## src/framer_regs.svh

```systemverilog
`ifndef FRAMER_REGS_SVH
`define FRAMER_REGS_SVH
// register byte offsets
`define CTRL_OFS 12'h000
`define SYNC_OFS 12'h004
`define DIV_OFS 12'h008
`define TXD_OFS 12'h00C
`define RXD_OFS 12'h010
`define STAT_OFS 12'h014
// reset values
`define CTRL_RST 12'h002
`define SYNC_RST 16'h1616
`define DIV_RST 16'h0081
// status field positions
`define ST_TXF 0
`define ST_RXF 1
`define ST_PERR 2
`define ST_FERR 3
`define ST_OVR 4
`define ST_HUNT 5
// sampling pulses per bit
`define OSR_ISO 7'h01
`define OSR_16 7'h10
`define OSR_64 7'h40
`endif

```

## src/framer_pkg.sv

```systemverilog
`include "framer_regs.svh"
package framer_pkg;
    typedef enum logic [1:0] {M_SYNC = 2'b00, M_ISO = 2'b01, M_A16 = 2'b10, M_A64 = 2'b11} mode_e;
    typedef enum logic [1:0] {T_IDLE = 2'b00, T_START = 2'b01, T_BITS = 2'b10,
                              T_STOP = 2'b11} tx_state_e;
    typedef enum logic [2:0] {R_IDLE = 3'b000, R_HUNT = 3'b001, R_START = 3'b010,
                              R_BITS = 3'b011, R_STOP = 3'b100} rx_state_e;
    typedef struct packed {
        logic tx_en;
        logic rx_en;
        logic discard;
        logic dsync;
        logic [1:0] stop;
        logic par_odd;
        logic par_en;
        logic [1:0] len;
        mode_e mode;
    } cfg_s;
    function automatic logic [6:0] osr_f(input mode_e m);
        unique case (m)
            M_A16: osr_f = `OSR_16;
            M_A64: osr_f = `OSR_64;
            default: osr_f = `OSR_ISO;
        endcase
    endfunction : osr_f
    function automatic logic [3:0] nbits_f(input cfg_s c);
        nbits_f = {2'b00, c.len} + 4'd5 + {3'b000, c.par_en && c.mode != M_SYNC};
    endfunction : nbits_f
endpackage : framer_pkg

```

## src/framer_if.sv

```systemverilog
`timescale 1ns/10ps
`default_nettype none
interface framer_if
    import framer_pkg::*;
();
    cfg_s cfg;
    logic [7:0] sync1;
    logic [7:0] sync2;
    logic [15:0] div;
    logic tick;
    logic tx_valid;
    logic [7:0] tx_data;
    logic tx_take;
    logic txd;
    modport ctl (output cfg, sync1, sync2, div, tx_valid, tx_data, input tick, tx_take, txd);
    modport gen (input div, output tick);
    modport tx (input cfg, sync1, sync2, tick, tx_valid, tx_data, output tx_take, txd);
endinterface : framer_if
`default_nettype wire

```

## src/tick_divider.sv

```systemverilog
`timescale 1ns/10ps
`default_nettype none
module tick_divider
    import framer_pkg::*;
(
    // clock and reset
    input wire logic pclk,
    input wire logic presetn,
    // carrier
    framer_if.gen fi
);
    typedef struct packed {logic [15:0] cnt; logic tick;} div_s;
    div_s s_q;
    div_s s_d;

    // sampling-rate enable, one pulse every div+1 cycles
    always_comb begin
        s_d = s_q;
        s_d.tick = 1'b0;
        if (s_q.cnt >= fi.div) begin
            s_d.cnt = 16'h0000;
            s_d.tick = 1'b1;
        end else begin
            s_d.cnt = s_q.cnt + 16'h0001;
        end
    end

    always_ff @(posedge pclk or negedge presetn) begin
        if (!presetn) s_q <= '0;
        else s_q <= s_d;
    end
    assign fi.tick = s_q.tick;
endmodule : tick_divider
`default_nettype wire

```

## src/serial_tx.sv

```systemverilog
`timescale 1ns/10ps
`default_nettype none
module serial_tx
    import framer_pkg::*;
(
    // clock and reset
    input wire logic pclk,
    input wire logic presetn,
    // carrier
    framer_if.tx fi
);
    typedef struct packed {
        tx_state_e st;
        logic [7:0] cnt;
        logic [3:0] bc;
        logic [8:0] sh;
        logic txd;
        logic take;
        logic phase;
        logic lead;
    } tx_s;
    tx_s s_q;
    tx_s s_d;
    logic [7:0] osr;
    logic [7:0] stop_len;
    logic [7:0] msk;
    logic [8:0] ch;
    logic sy;
    logic ld;

    always_comb begin
        s_d = s_q;
        s_d.take = 1'b0;
        osr = {1'b0, osr_f(fi.cfg.mode)};
        sy = fi.cfg.mode == M_SYNC;
        msk = 8'hFF >> (2'd3 - fi.cfg.len);
        unique case (fi.cfg.stop)
            2'b00: stop_len = osr;
            2'b01: stop_len = osr + (osr >> 1);
            default: stop_len = osr << 1;
        endcase
        ld = 1'b0;
        ch = {1'b0, fi.tx_data & msk};
        ch = ch | (9'({(^(fi.tx_data & msk)) ^ fi.cfg.par_odd, 8'h00}) >> (2'd3 - fi.cfg.len));
        if (!fi.cfg.tx_en) begin
            s_d.st = T_IDLE;
            s_d.txd = 1'b1;
            s_d.lead = 1'b1;
            s_d.phase = 1'b0;
        end else if (fi.tick) begin
            s_d.cnt = s_q.cnt + 8'h01;
            unique case (s_q.st)
                T_IDLE: ld = 1'b1;
                T_START: if (s_q.cnt == osr - 8'h01) begin
                    s_d.st = T_BITS;
                    s_d.cnt = 8'h00;
                    s_d.txd = s_q.sh[0];
                    s_d.sh = s_q.sh >> 1;
                end
                T_BITS: if (s_q.cnt == osr - 8'h01) begin
                    s_d.cnt = 8'h00;
                    if (s_q.bc == nbits_f(fi.cfg) - 4'd1) begin
                        ld = sy;
                        if (!sy) s_d.st = T_STOP;
                        s_d.txd = 1'b1;
                    end else begin
                        s_d.txd = s_q.sh[0];
                        s_d.sh = s_q.sh >> 1;
                        s_d.bc = s_q.bc + 4'd1;
                    end
                end
                T_STOP: if (s_q.cnt == stop_len - 8'h01) ld = 1'b1;
            endcase
        end
        if (ld) begin
            s_d.cnt = 8'h00;
            s_d.bc = 4'd0;
            if (sy) begin
                if (fi.tx_valid && !s_q.lead && !s_q.phase) begin
                    s_d.take = 1'b1;
                end else begin
                    ch = {1'b0, s_q.phase ? fi.sync2 : fi.sync1};
                    s_d.lead = s_q.lead && fi.cfg.dsync && !s_q.phase;
                    s_d.phase = fi.cfg.dsync && !s_q.phase;
                end
                s_d.st = T_BITS;
                s_d.txd = ch[0];
                s_d.sh = ch >> 1;
            end else if (fi.tx_valid) begin
                s_d.take = 1'b1;
                s_d.st = T_START;
                s_d.txd = 1'b0;
                s_d.sh = ch;
            end else begin
                s_d.st = T_IDLE;
                s_d.txd = 1'b1;
            end
        end
    end

    always_ff @(posedge pclk or negedge presetn) begin
        if (!presetn) s_q <= {T_IDLE, 8'h00, 4'd0, 9'h000, 1'b1, 1'b0, 1'b0, 1'b1};
        else s_q <= s_d;
    end
    assign fi.txd = s_q.txd;
    assign fi.tx_take = s_q.take;
endmodule : serial_tx
`default_nettype wire

```

## src/serial_framer.sv

```systemverilog
// The register addresses and the APB slave port were left to the implementer.
`timescale 1ns/10ps
`default_nettype none
`include "framer_regs.svh"
module serial_framer
    import framer_pkg::*;
(
    // clock and reset
    input wire logic pclk,
    input wire logic presetn,
    // apb slave
    input wire logic [11:0] paddr,
    input wire logic psel,
    input wire logic penable,
    input wire logic pwrite,
    input wire logic [31:0] pwdata,
    output logic [31:0] prdata,
    output logic pready,
    output logic pslverr,
    // serial line
    input wire logic rxd,
    output logic txd
);
    typedef struct packed {
        cfg_s cfg;
        logic [7:0] s1;
        logic [7:0] s2;
        logic [15:0] div;
        logic [7:0] txh;
        logic txf;
        logic [7:0] rxh;
        logic rxf;
        logic perr;
        logic ferr;
        logic ovr;
        logic rdy;
        logic err;
        logic [31:0] rdat;
        rx_state_e st;
        logic [6:0] cnt;
        logic [3:0] bc;
        logic [8:0] sh;
        logic [15:0] hist;
        logic prev;
    } top_s;
    top_s s_q;
    top_s s_d;

    framer_if fi ();
    tick_divider u_div (
        .pclk(pclk),
        .presetn(presetn),
        .fi(fi.gen)
    );
    serial_tx u_tx (
        .pclk(pclk),
        .presetn(presetn),
        .fi(fi.tx)
    );
    assign fi.cfg = s_q.cfg;
    assign fi.sync1 = s_q.s1;
    assign fi.sync2 = s_q.s2;
    assign fi.div = s_q.div;
    assign fi.tx_valid = s_q.txf;
    assign fi.tx_data = s_q.txh;

    // --------------------------------------------------------------
    // character helpers
    // --------------------------------------------------------------
    function automatic logic match_f(input logic [15:0] h, input cfg_s c,
                                     input logic [7:0] a, input logic [7:0] b);
        logic [3:0] l;
        logic [7:0] m;
        logic [15:0] w;
        logic [15:0] w2;
        l = {2'b00, c.len} + 4'd5;
        m = 8'hFF >> (2'd3 - c.len);
        w = c.dsync ? h >> (5'd16 - {l, 1'b0}) : h >> (5'd16 - {1'b0, l});
        w2 = w >> l;
        match_f = (w[7:0] & m) == (a & m) && (!c.dsync || (w2[7:0] & m) == (b & m));
    endfunction : match_f

    logic acc;
    logic done;
    logic sy;
    logic dv;
    logic pe;
    logic fe;
    logic hit;
    logic [6:0] osr;
    logic [3:0] nb;
    logic [7:0] msk;
    logic [8:0] w9;
    logic [7:0] dch;
    logic [15:0] hn;

    // --------------------------------------------------------------
    // registers, apb and receiver
    // --------------------------------------------------------------
    always_comb begin
        s_d = s_q;
        acc = psel && penable;
        done = acc && s_q.rdy;
        sy = s_q.cfg.mode == M_SYNC;
        osr = osr_f(s_q.cfg.mode);
        nb = nbits_f(s_q.cfg);
        msk = 8'hFF >> (2'd3 - s_q.cfg.len);
        hn = {rxd, s_q.hist[15:1]};
        hit = match_f(hn, s_q.cfg, s_q.s1, s_q.s2);
        dv = 1'b0;
        fe = 1'b0;
        s_d.prev = rxd;
        if (fi.tx_take) s_d.txf = 1'b0;
        // one wait state: answer prepared, then completed
        if (acc && !s_q.rdy) begin
            s_d.rdy = 1'b1;
            s_d.err = 1'b0;
            s_d.rdat = 32'h0000_0000;
            unique case (paddr)
                `CTRL_OFS: s_d.rdat = {20'h00000, s_q.cfg};
                `SYNC_OFS: s_d.rdat = {16'h0000, s_q.s2, s_q.s1};
                `DIV_OFS: s_d.rdat = {16'h0000, s_q.div};
                `TXD_OFS: s_d.rdat = {24'h000000, s_q.txh};
                `RXD_OFS: s_d.rdat = {24'h000000, s_q.rxh};
                `STAT_OFS: s_d.rdat = {26'h0000000, s_q.st == R_HUNT, s_q.ovr, s_q.ferr,
                                       s_q.perr, s_q.rxf, s_q.txf};
                default: s_d.err = 1'b1;
            endcase
        end
        if (done) begin
            s_d.rdy = 1'b0;
            s_d.err = 1'b0;
            s_d.rdat = 32'h0000_0000;
            if (pwrite) begin
                unique case (paddr)
                    `CTRL_OFS: s_d.cfg = cfg_s'(pwdata[11:0]);
                    `SYNC_OFS: {s_d.s2, s_d.s1} = pwdata[15:0];
                    `DIV_OFS: s_d.div = pwdata[15:0];
                    `TXD_OFS: begin
                        s_d.txh = pwdata[7:0];
                        s_d.txf = 1'b1;
                    end
                    `STAT_OFS: begin
                        s_d.perr = s_q.perr & ~pwdata[`ST_PERR];
                        s_d.ferr = s_q.ferr & ~pwdata[`ST_FERR];
                        s_d.ovr = s_q.ovr & ~pwdata[`ST_OVR];
                    end
                    default: s_d.err = 1'b0;
                endcase
            end else if (paddr == `RXD_OFS) begin
                s_d.rxf = 1'b0;
            end
        end
        // receiver
        if (!s_q.cfg.rx_en) begin
            s_d.st = sy ? R_HUNT : R_IDLE;
            s_d.cnt = 7'h00;
        end else begin
            unique case (s_q.st)
                R_IDLE: begin
                    if (sy) begin
                        s_d.st = R_HUNT;
                    end else if (s_q.cfg.mode == M_ISO) begin
                        if (fi.tick && !rxd) begin
                            s_d.st = R_BITS;
                            s_d.cnt = 7'h00;
                            s_d.bc = 4'd0;
                        end
                    end else if (s_q.prev && !rxd) begin
                        s_d.st = R_START;
                        s_d.cnt = 7'h00;
                    end
                end
                R_HUNT: begin
                    if (!sy) begin
                        s_d.st = R_IDLE;
                    end else if (fi.tick) begin
                        s_d.hist = hn;
                        if (hit) begin
                            s_d.st = R_BITS;
                            s_d.cnt = 7'h00;
                            s_d.bc = 4'd0;
                        end
                    end
                end
                R_START: begin
                    // free-running ticks: phase error below one pulse
                    if (fi.tick) begin
                        s_d.cnt = s_q.cnt + 7'h01;
                        if (s_q.cnt == (osr >> 1) - 7'h01) begin
                            s_d.cnt = 7'h00;
                            s_d.bc = 4'd0;
                            s_d.st = rxd ? R_IDLE : R_BITS;
                        end
                    end
                end
                R_BITS: begin
                    if (fi.tick) begin
                        s_d.cnt = s_q.cnt + 7'h01;
                        if (s_q.cnt == osr - 7'h01) begin
                            s_d.cnt = 7'h00;
                            s_d.sh = {rxd, s_q.sh[8:1]};
                            s_d.bc = s_q.bc + 4'd1;
                            if (s_q.bc == nb - 4'd1) begin
                                s_d.bc = 4'd0;
                                dv = sy;
                                if (!sy) s_d.st = R_STOP;
                            end
                        end
                    end
                end
                R_STOP: begin
                    if (fi.tick) begin
                        s_d.cnt = s_q.cnt + 7'h01;
                        if (s_q.cnt == osr - 7'h01) begin
                            dv = 1'b1;
                            fe = !rxd;
                            s_d.st = R_IDLE;
                        end
                    end
                end
                default: s_d.st = R_IDLE;
            endcase
        end
        // assemble and hand over the received character
        w9 = s_d.sh >> (4'd9 - nb);
        dch = w9[7:0] & msk;
        pe = s_q.cfg.par_en && !sy && ((^dch) ^ w9[{2'b00, s_q.cfg.len} + 4'd5] ^ s_q.cfg.par_odd);
        if (dv && sy && s_q.cfg.discard) begin
            if (dch == (s_q.s1 & msk) || (s_q.cfg.dsync && dch == (s_q.s2 & msk))) begin
                dv = 1'b0;
            end
        end
        if (dv) begin
            s_d.rxh = dch;
            if (s_d.rxf) s_d.ovr = 1'b1;
            s_d.rxf = 1'b1;
            if (pe) s_d.perr = 1'b1;
            if (fe) s_d.ferr = 1'b1;
        end
    end

    always_ff @(posedge pclk or negedge presetn) begin
        if (!presetn) begin
            s_q <= '0;
            s_q.cfg <= cfg_s'(`CTRL_RST);
            s_q.s1 <= 8'(`SYNC_RST);
            s_q.s2 <= 8'(`SYNC_RST >> 8);
            s_q.div <= `DIV_RST;
            s_q.prev <= 1'b1;
        end else begin
            s_q <= s_d;
        end
    end

    assign prdata = s_q.rdat;
    assign pready = s_q.rdy;
    assign pslverr = s_q.err;
    assign txd = fi.txd;
endmodule : serial_framer
`default_nettype wire

```

## config.mk

```make
export PLATFORM = sky130hd
export DESIGN_NAME = serial_framer
export DESIGN_NICKNAME = d
export VERILOG_FILES = /design/src/framer_pkg.sv /design/src/framer_if.sv /design/src/tick_divider.sv /design/src/serial_tx.sv /design/src/serial_framer.sv
export VERILOG_INCLUDE_DIRS = /design/src
export SDC_FILE = /design/constraint.sdc
export NUM_CORES = 1
export LEC_CHECK = 0
export ABC_CLOCK_PERIOD_IN_PS = 9300
export BUFFER_PORTS_ARGS = -buffer_cell sky130_fd_sc_hd__buf_2
export CAP_MARGIN = 0
export CORE_AREA = 3 3 175 177
export DETAILED_ROUTE_END_ITERATION = 12
export DIE_AREA = 0 0 178 180
export SLEW_MARGIN = 0
export SYNTH_ARGS = -nofsm -noshare
export SYNTH_HDL_FRONTEND = slang
export SYNTH_SLANG_ARGS = --single-unit
```

## constraint.sdc

```tcl
create_clock -name pclk -period 9.3 [get_ports pclk]
set_input_delay 0.93 -clock pclk [delete_from_list [all_inputs] [get_ports pclk]]
set_output_delay 0.93 -clock pclk [all_outputs]
set_load 0.02 [all_outputs]
```

==> reports/qor.txt <==
Sequential share of the synthesized area -> 0.3603
Critical path's most frequent cell -> nor2_1
Yosys warnings -> 0
Clock Sinks -> 166
Num rows -> 63
Gr ovfl total -> 0
Crit Reg-Reg Startpoint -> fi.cfg[1]
Worst hold path type -> primary input to asynchronous set/reset pin
Reg2Reg Depth -> 17
P&R area growth vs syn -> 8.057%
Outcome -> finished, final reports clean
Final core utilization -> 0.4252
Tmin final -> 5.702 ns
Detailed Route WL -> 31.66 mm
Antenna violations before repair -> 1
Worst clock skew -> 0.008553 ns
Fin. Hold Viols -> 0
Share of the synthesized area in the top cell type -> 0.3331
Part of the cycle the worst path needs -> 0.6131
FMAX -> 175.4 MHz
Slew margin rel. -> 0.1419
Reg-to-reg slack, setup -> 3.60 ns
Worst Path Arrival -> 6.05 ns
Critical path required time -> 9.65 ns
Met2 usage -> 0.3094
Post-Synthesis Cells -> 1285
Final GP Congestion -> 0.9231
Total CTS buffers -> 17
Iteration-0 DRC Markers -> 1039
GRT met3 Usage -> 0.03253
Power Dens Cells -> 121.4 mW/mm²
Leading area contributor after synthesis -> dfrtp_1
Full die area -> 0.03204 mm²
Startpoint types -> register
First-pass GRT wire length -> 51.29 mm
Flops & latches, synth -> 166
Crit path max fanout -> 20
Layout cells sized above 1 -> 0.1638
Vias per Instance -> 5.732
HPWL Detailed -> 22.40 mm
Post-Synthesis Cell Area -> 0.01157 mm²
GRT Max-Usage Layer -> met2
RSZ-0062 raised after global routing -> no
Antenna diode count -> 0
Setup Fix Bufs, Post-CTS -> 0
Prevailing post-synth register cell -> dfrtp_1
DRT antenna net count -> 0
Routed len/inst -> 18.87 µm
Vias in the first global route -> 9283
Final WS setup -> 3.598 ns
Leakage -> 5.575 nW
Fill cells -> 2885
Worst reg2reg path endpoint -> u_tx.s_q[25]
Worst Setup End Kind -> register
Setup TNS -> 0 ns
Syn Area/Cell -> 9.004 µm²
CTS Hold Buffers Added -> 0
Die width -> 178 µm
Nets -> 1357
Via Count -> 9618
Clk buf depth -> 2
Post-synth EDFFs -> 0
Largest net degree at the start of global routing -> 74
CTS tree -> yes
Ports -> 85
Die Ht -> 180 µm
Crit path largest cell delay -> 0.86 ns
Top cells by area, synth -> dfrtp_1, mux2_2, nand2_1
Starting Density -> 0.3935
WS Path Type -> register to register
Worst path cell trace -> nor2_1, nor2b_1, ha_1, inv_1, fa_1, ha_1, a21boi_0, xnor2_1, xnor2_1, nand4_1, o32ai_1, mux2i_1, nor2_1, nand2_1, nor2_1, o21ai_0, o21ai_0
Dpl ws -> 3.660 ns
CTS Root Cell -> clkbuf_16
Placed Area -> 0.01193 mm²
Core area -> 0.02940 mm²
Skew-Pair Late Insertion Delay -> 0.44 ns
Worst IR Drop VDD -> 0.1282 mV
H-tree levels -> 4
Asr flop ratio synth -> 1.000
Max-slew violation count -> 0
Slowest-stage cell, CP -> fa_1
Max capacitance violation total -> 0
PortBufs -> 52
CTS clk-pin slew, worst paths -> 0.07 ns
Met1 global-route usage -> 0.2898
TritonRoute pass-1 iters -> 5
Final setup viols -> 0
Post-CTS resize count -> 0
GRT Util Overall -> 0.1998
Count of cell types in the netlist -> 83
Post-route cell area -> 0.01250 mm²
DRC -> 0
Worst slew pin tran -> 1.275 ns
## report_power, final
group / leakage (nW) / internal, mW / switching, mW
logic: 3.08 / 0.0199 / 0.0509
registers: 2.22 / 0.726 / 0.00511
clock network: 0.273 / 0.384 / 0.330
## cells by family (layout without fill, tap and decap cells)
group                      count (synthesis)  after routing  share of synthesized area
DFF                                      166            166                     0.3603
muxes                                    129            129                     0.1302
AOI/OAI and AO/OA                        329            329                     0.1920
buffers and inverters                    153            141                    0.06088
other                                      1             16                  0.0003241
and+or+nand+nor                          397            397                     0.1607
xor gates and xnor gates                  77             77                    0.05948
adders and majority gates                 33             33                    0.03612
## critical path, delay by kind of cell (launching register included)
kind            cells  cell delay, ns
xor+xnor            2            0.57
fa+ha+maj           3            1.37
flops               1            0.81
compound gates      4            0.76
mux                 1            0.24
simple gates        6            1.80
buf+inv             1            0.05
## per-layer routing
layer / vias to the layer above / part of all wire
met5: - / 0.00022
met4: 2 / 0.020
met3: 50 / 0.047
met2: 276 / 0.46
met1: 4729 / 0.47
li1: 4561 / -
## cell usage in the layout, fill, tap and decap left out, drive strengths merged, types with 10 or more instances in the layout
cell type,n
dfrtp,154
nand2,150
nor2,95
o21ai,92
mux2,78
buf,61
a21oi,58
inv,54
mux2i,44
nand3,41
xnor2,40
xor2,36
ha,31
clkbuf,19
o22ai,17
nor3,16
conb,16
and3,15
a21o,15
nor2b,14
a22oi,13
o211ai,13
o31ai,12
dfstp,12
nand2b,11
nand4,10
a22o,10
## metrics by stage
stage          hold WS, ns  power, mW  instances
2_1_floorplan       0.3996     0.7844       1300
3_3_place_gp        0.4085     0.8163       1646
3_5_place_dp        0.4168     0.8171       1646
4_1_cts             0.4342      1.534       1678
5_1_grt             0.4535      1.575       1678
6_report            0.4303      1.517       1678
## registers in the layout, summed over array words and instances, names as in the netlist, 8 cells and up
register	flops
s_q	36
u_tx.s_q	25
fi.div	16
prdata	16
u_div.s_q	16
hn	15
fi.cfg	12
fi.sync1	8
fi.sync2	8
fi.tx_data	8
## how the worst max path moves through the flow
| stage | cells after the start | end | slack (ns) | start |
|---|---|---|---|---|
| detailed placement | 17 | u_tx.s_q[6] | 3.66 | fi.cfg[1] |
| global placement | 17 | u_tx.s_q[6] | 3.75 | fi.cfg[1] |
| CTS | 17 | u_tx.s_q[6] | 3.61 | fi.cfg[1] |
| finish | 17 | u_tx.s_q[25] | 3.60 | fi.cfg[1] |
| global route | 17 | u_tx.s_q[25] | 3.19 | fi.cfg[1] |
| floorplan | 19 | s_q[79] | 4.39 | fi.cfg[1] |
## synthesized netlist by cell type, types with 5 or more instances
| cell type | n |
|---|---|
| o21ai_0 | 89 |
| inv_1 | 47 |
| a211oi_1 | 6 |
| nand2b_1 | 11 |
| mux2_4 | 6 |
| nand2_1 | 148 |
| o211ai_1 | 12 |
| and3_1 | 15 |
| mux4_2 | 5 |
| a21oi_1 | 58 |
| a21o_1 | 15 |
| ha_1 | 31 |
| nor3_1 | 16 |
| buf_4 | 32 |
| o221ai_1 | 6 |
| mux2_2 | 72 |
| dfstp_2 | 12 |
| and2_1 | 5 |
| nor2_1 | 94 |
| buf_1 | 8 |
| nand4_1 | 10 |
| a22o_1 | 10 |
| xnor2_1 | 40 |
| a221o_1 | 6 |
| a22oi_1 | 13 |
| nor2b_1 | 14 |
| a31oi_1 | 9 |
| o31ai_1 | 12 |
| or2_2 | 9 |
| o22ai_1 | 16 |
| nand3b_1 | 5 |
| mux2i_1 | 44 |
| nand3_1 | 41 |
| clkbuf_1 | 62 |
| a221oi_1 | 6 |
| xor2_1 | 36 |
| o21a_1 | 8 |
| or3_1 | 5 |
| dfrtp_1 | 154 |
| a211o_1 | 8 |
| a21boi_0 | 6 |
## cell type report
type                    instances  area [µm²]  area share
clock buffers                  19       442.9     0.03543
repair buffers                 61       334.1     0.02672
inverters                      48       180.2     0.01441
clock inverters                13       133.9     0.01071
well taps                     390       488.0     0.03903
flip-flops and latches        166        4170      0.3336
multi-input cells             981        6753      0.5401
No activity file was read; power rests on OpenSTA's default activity.
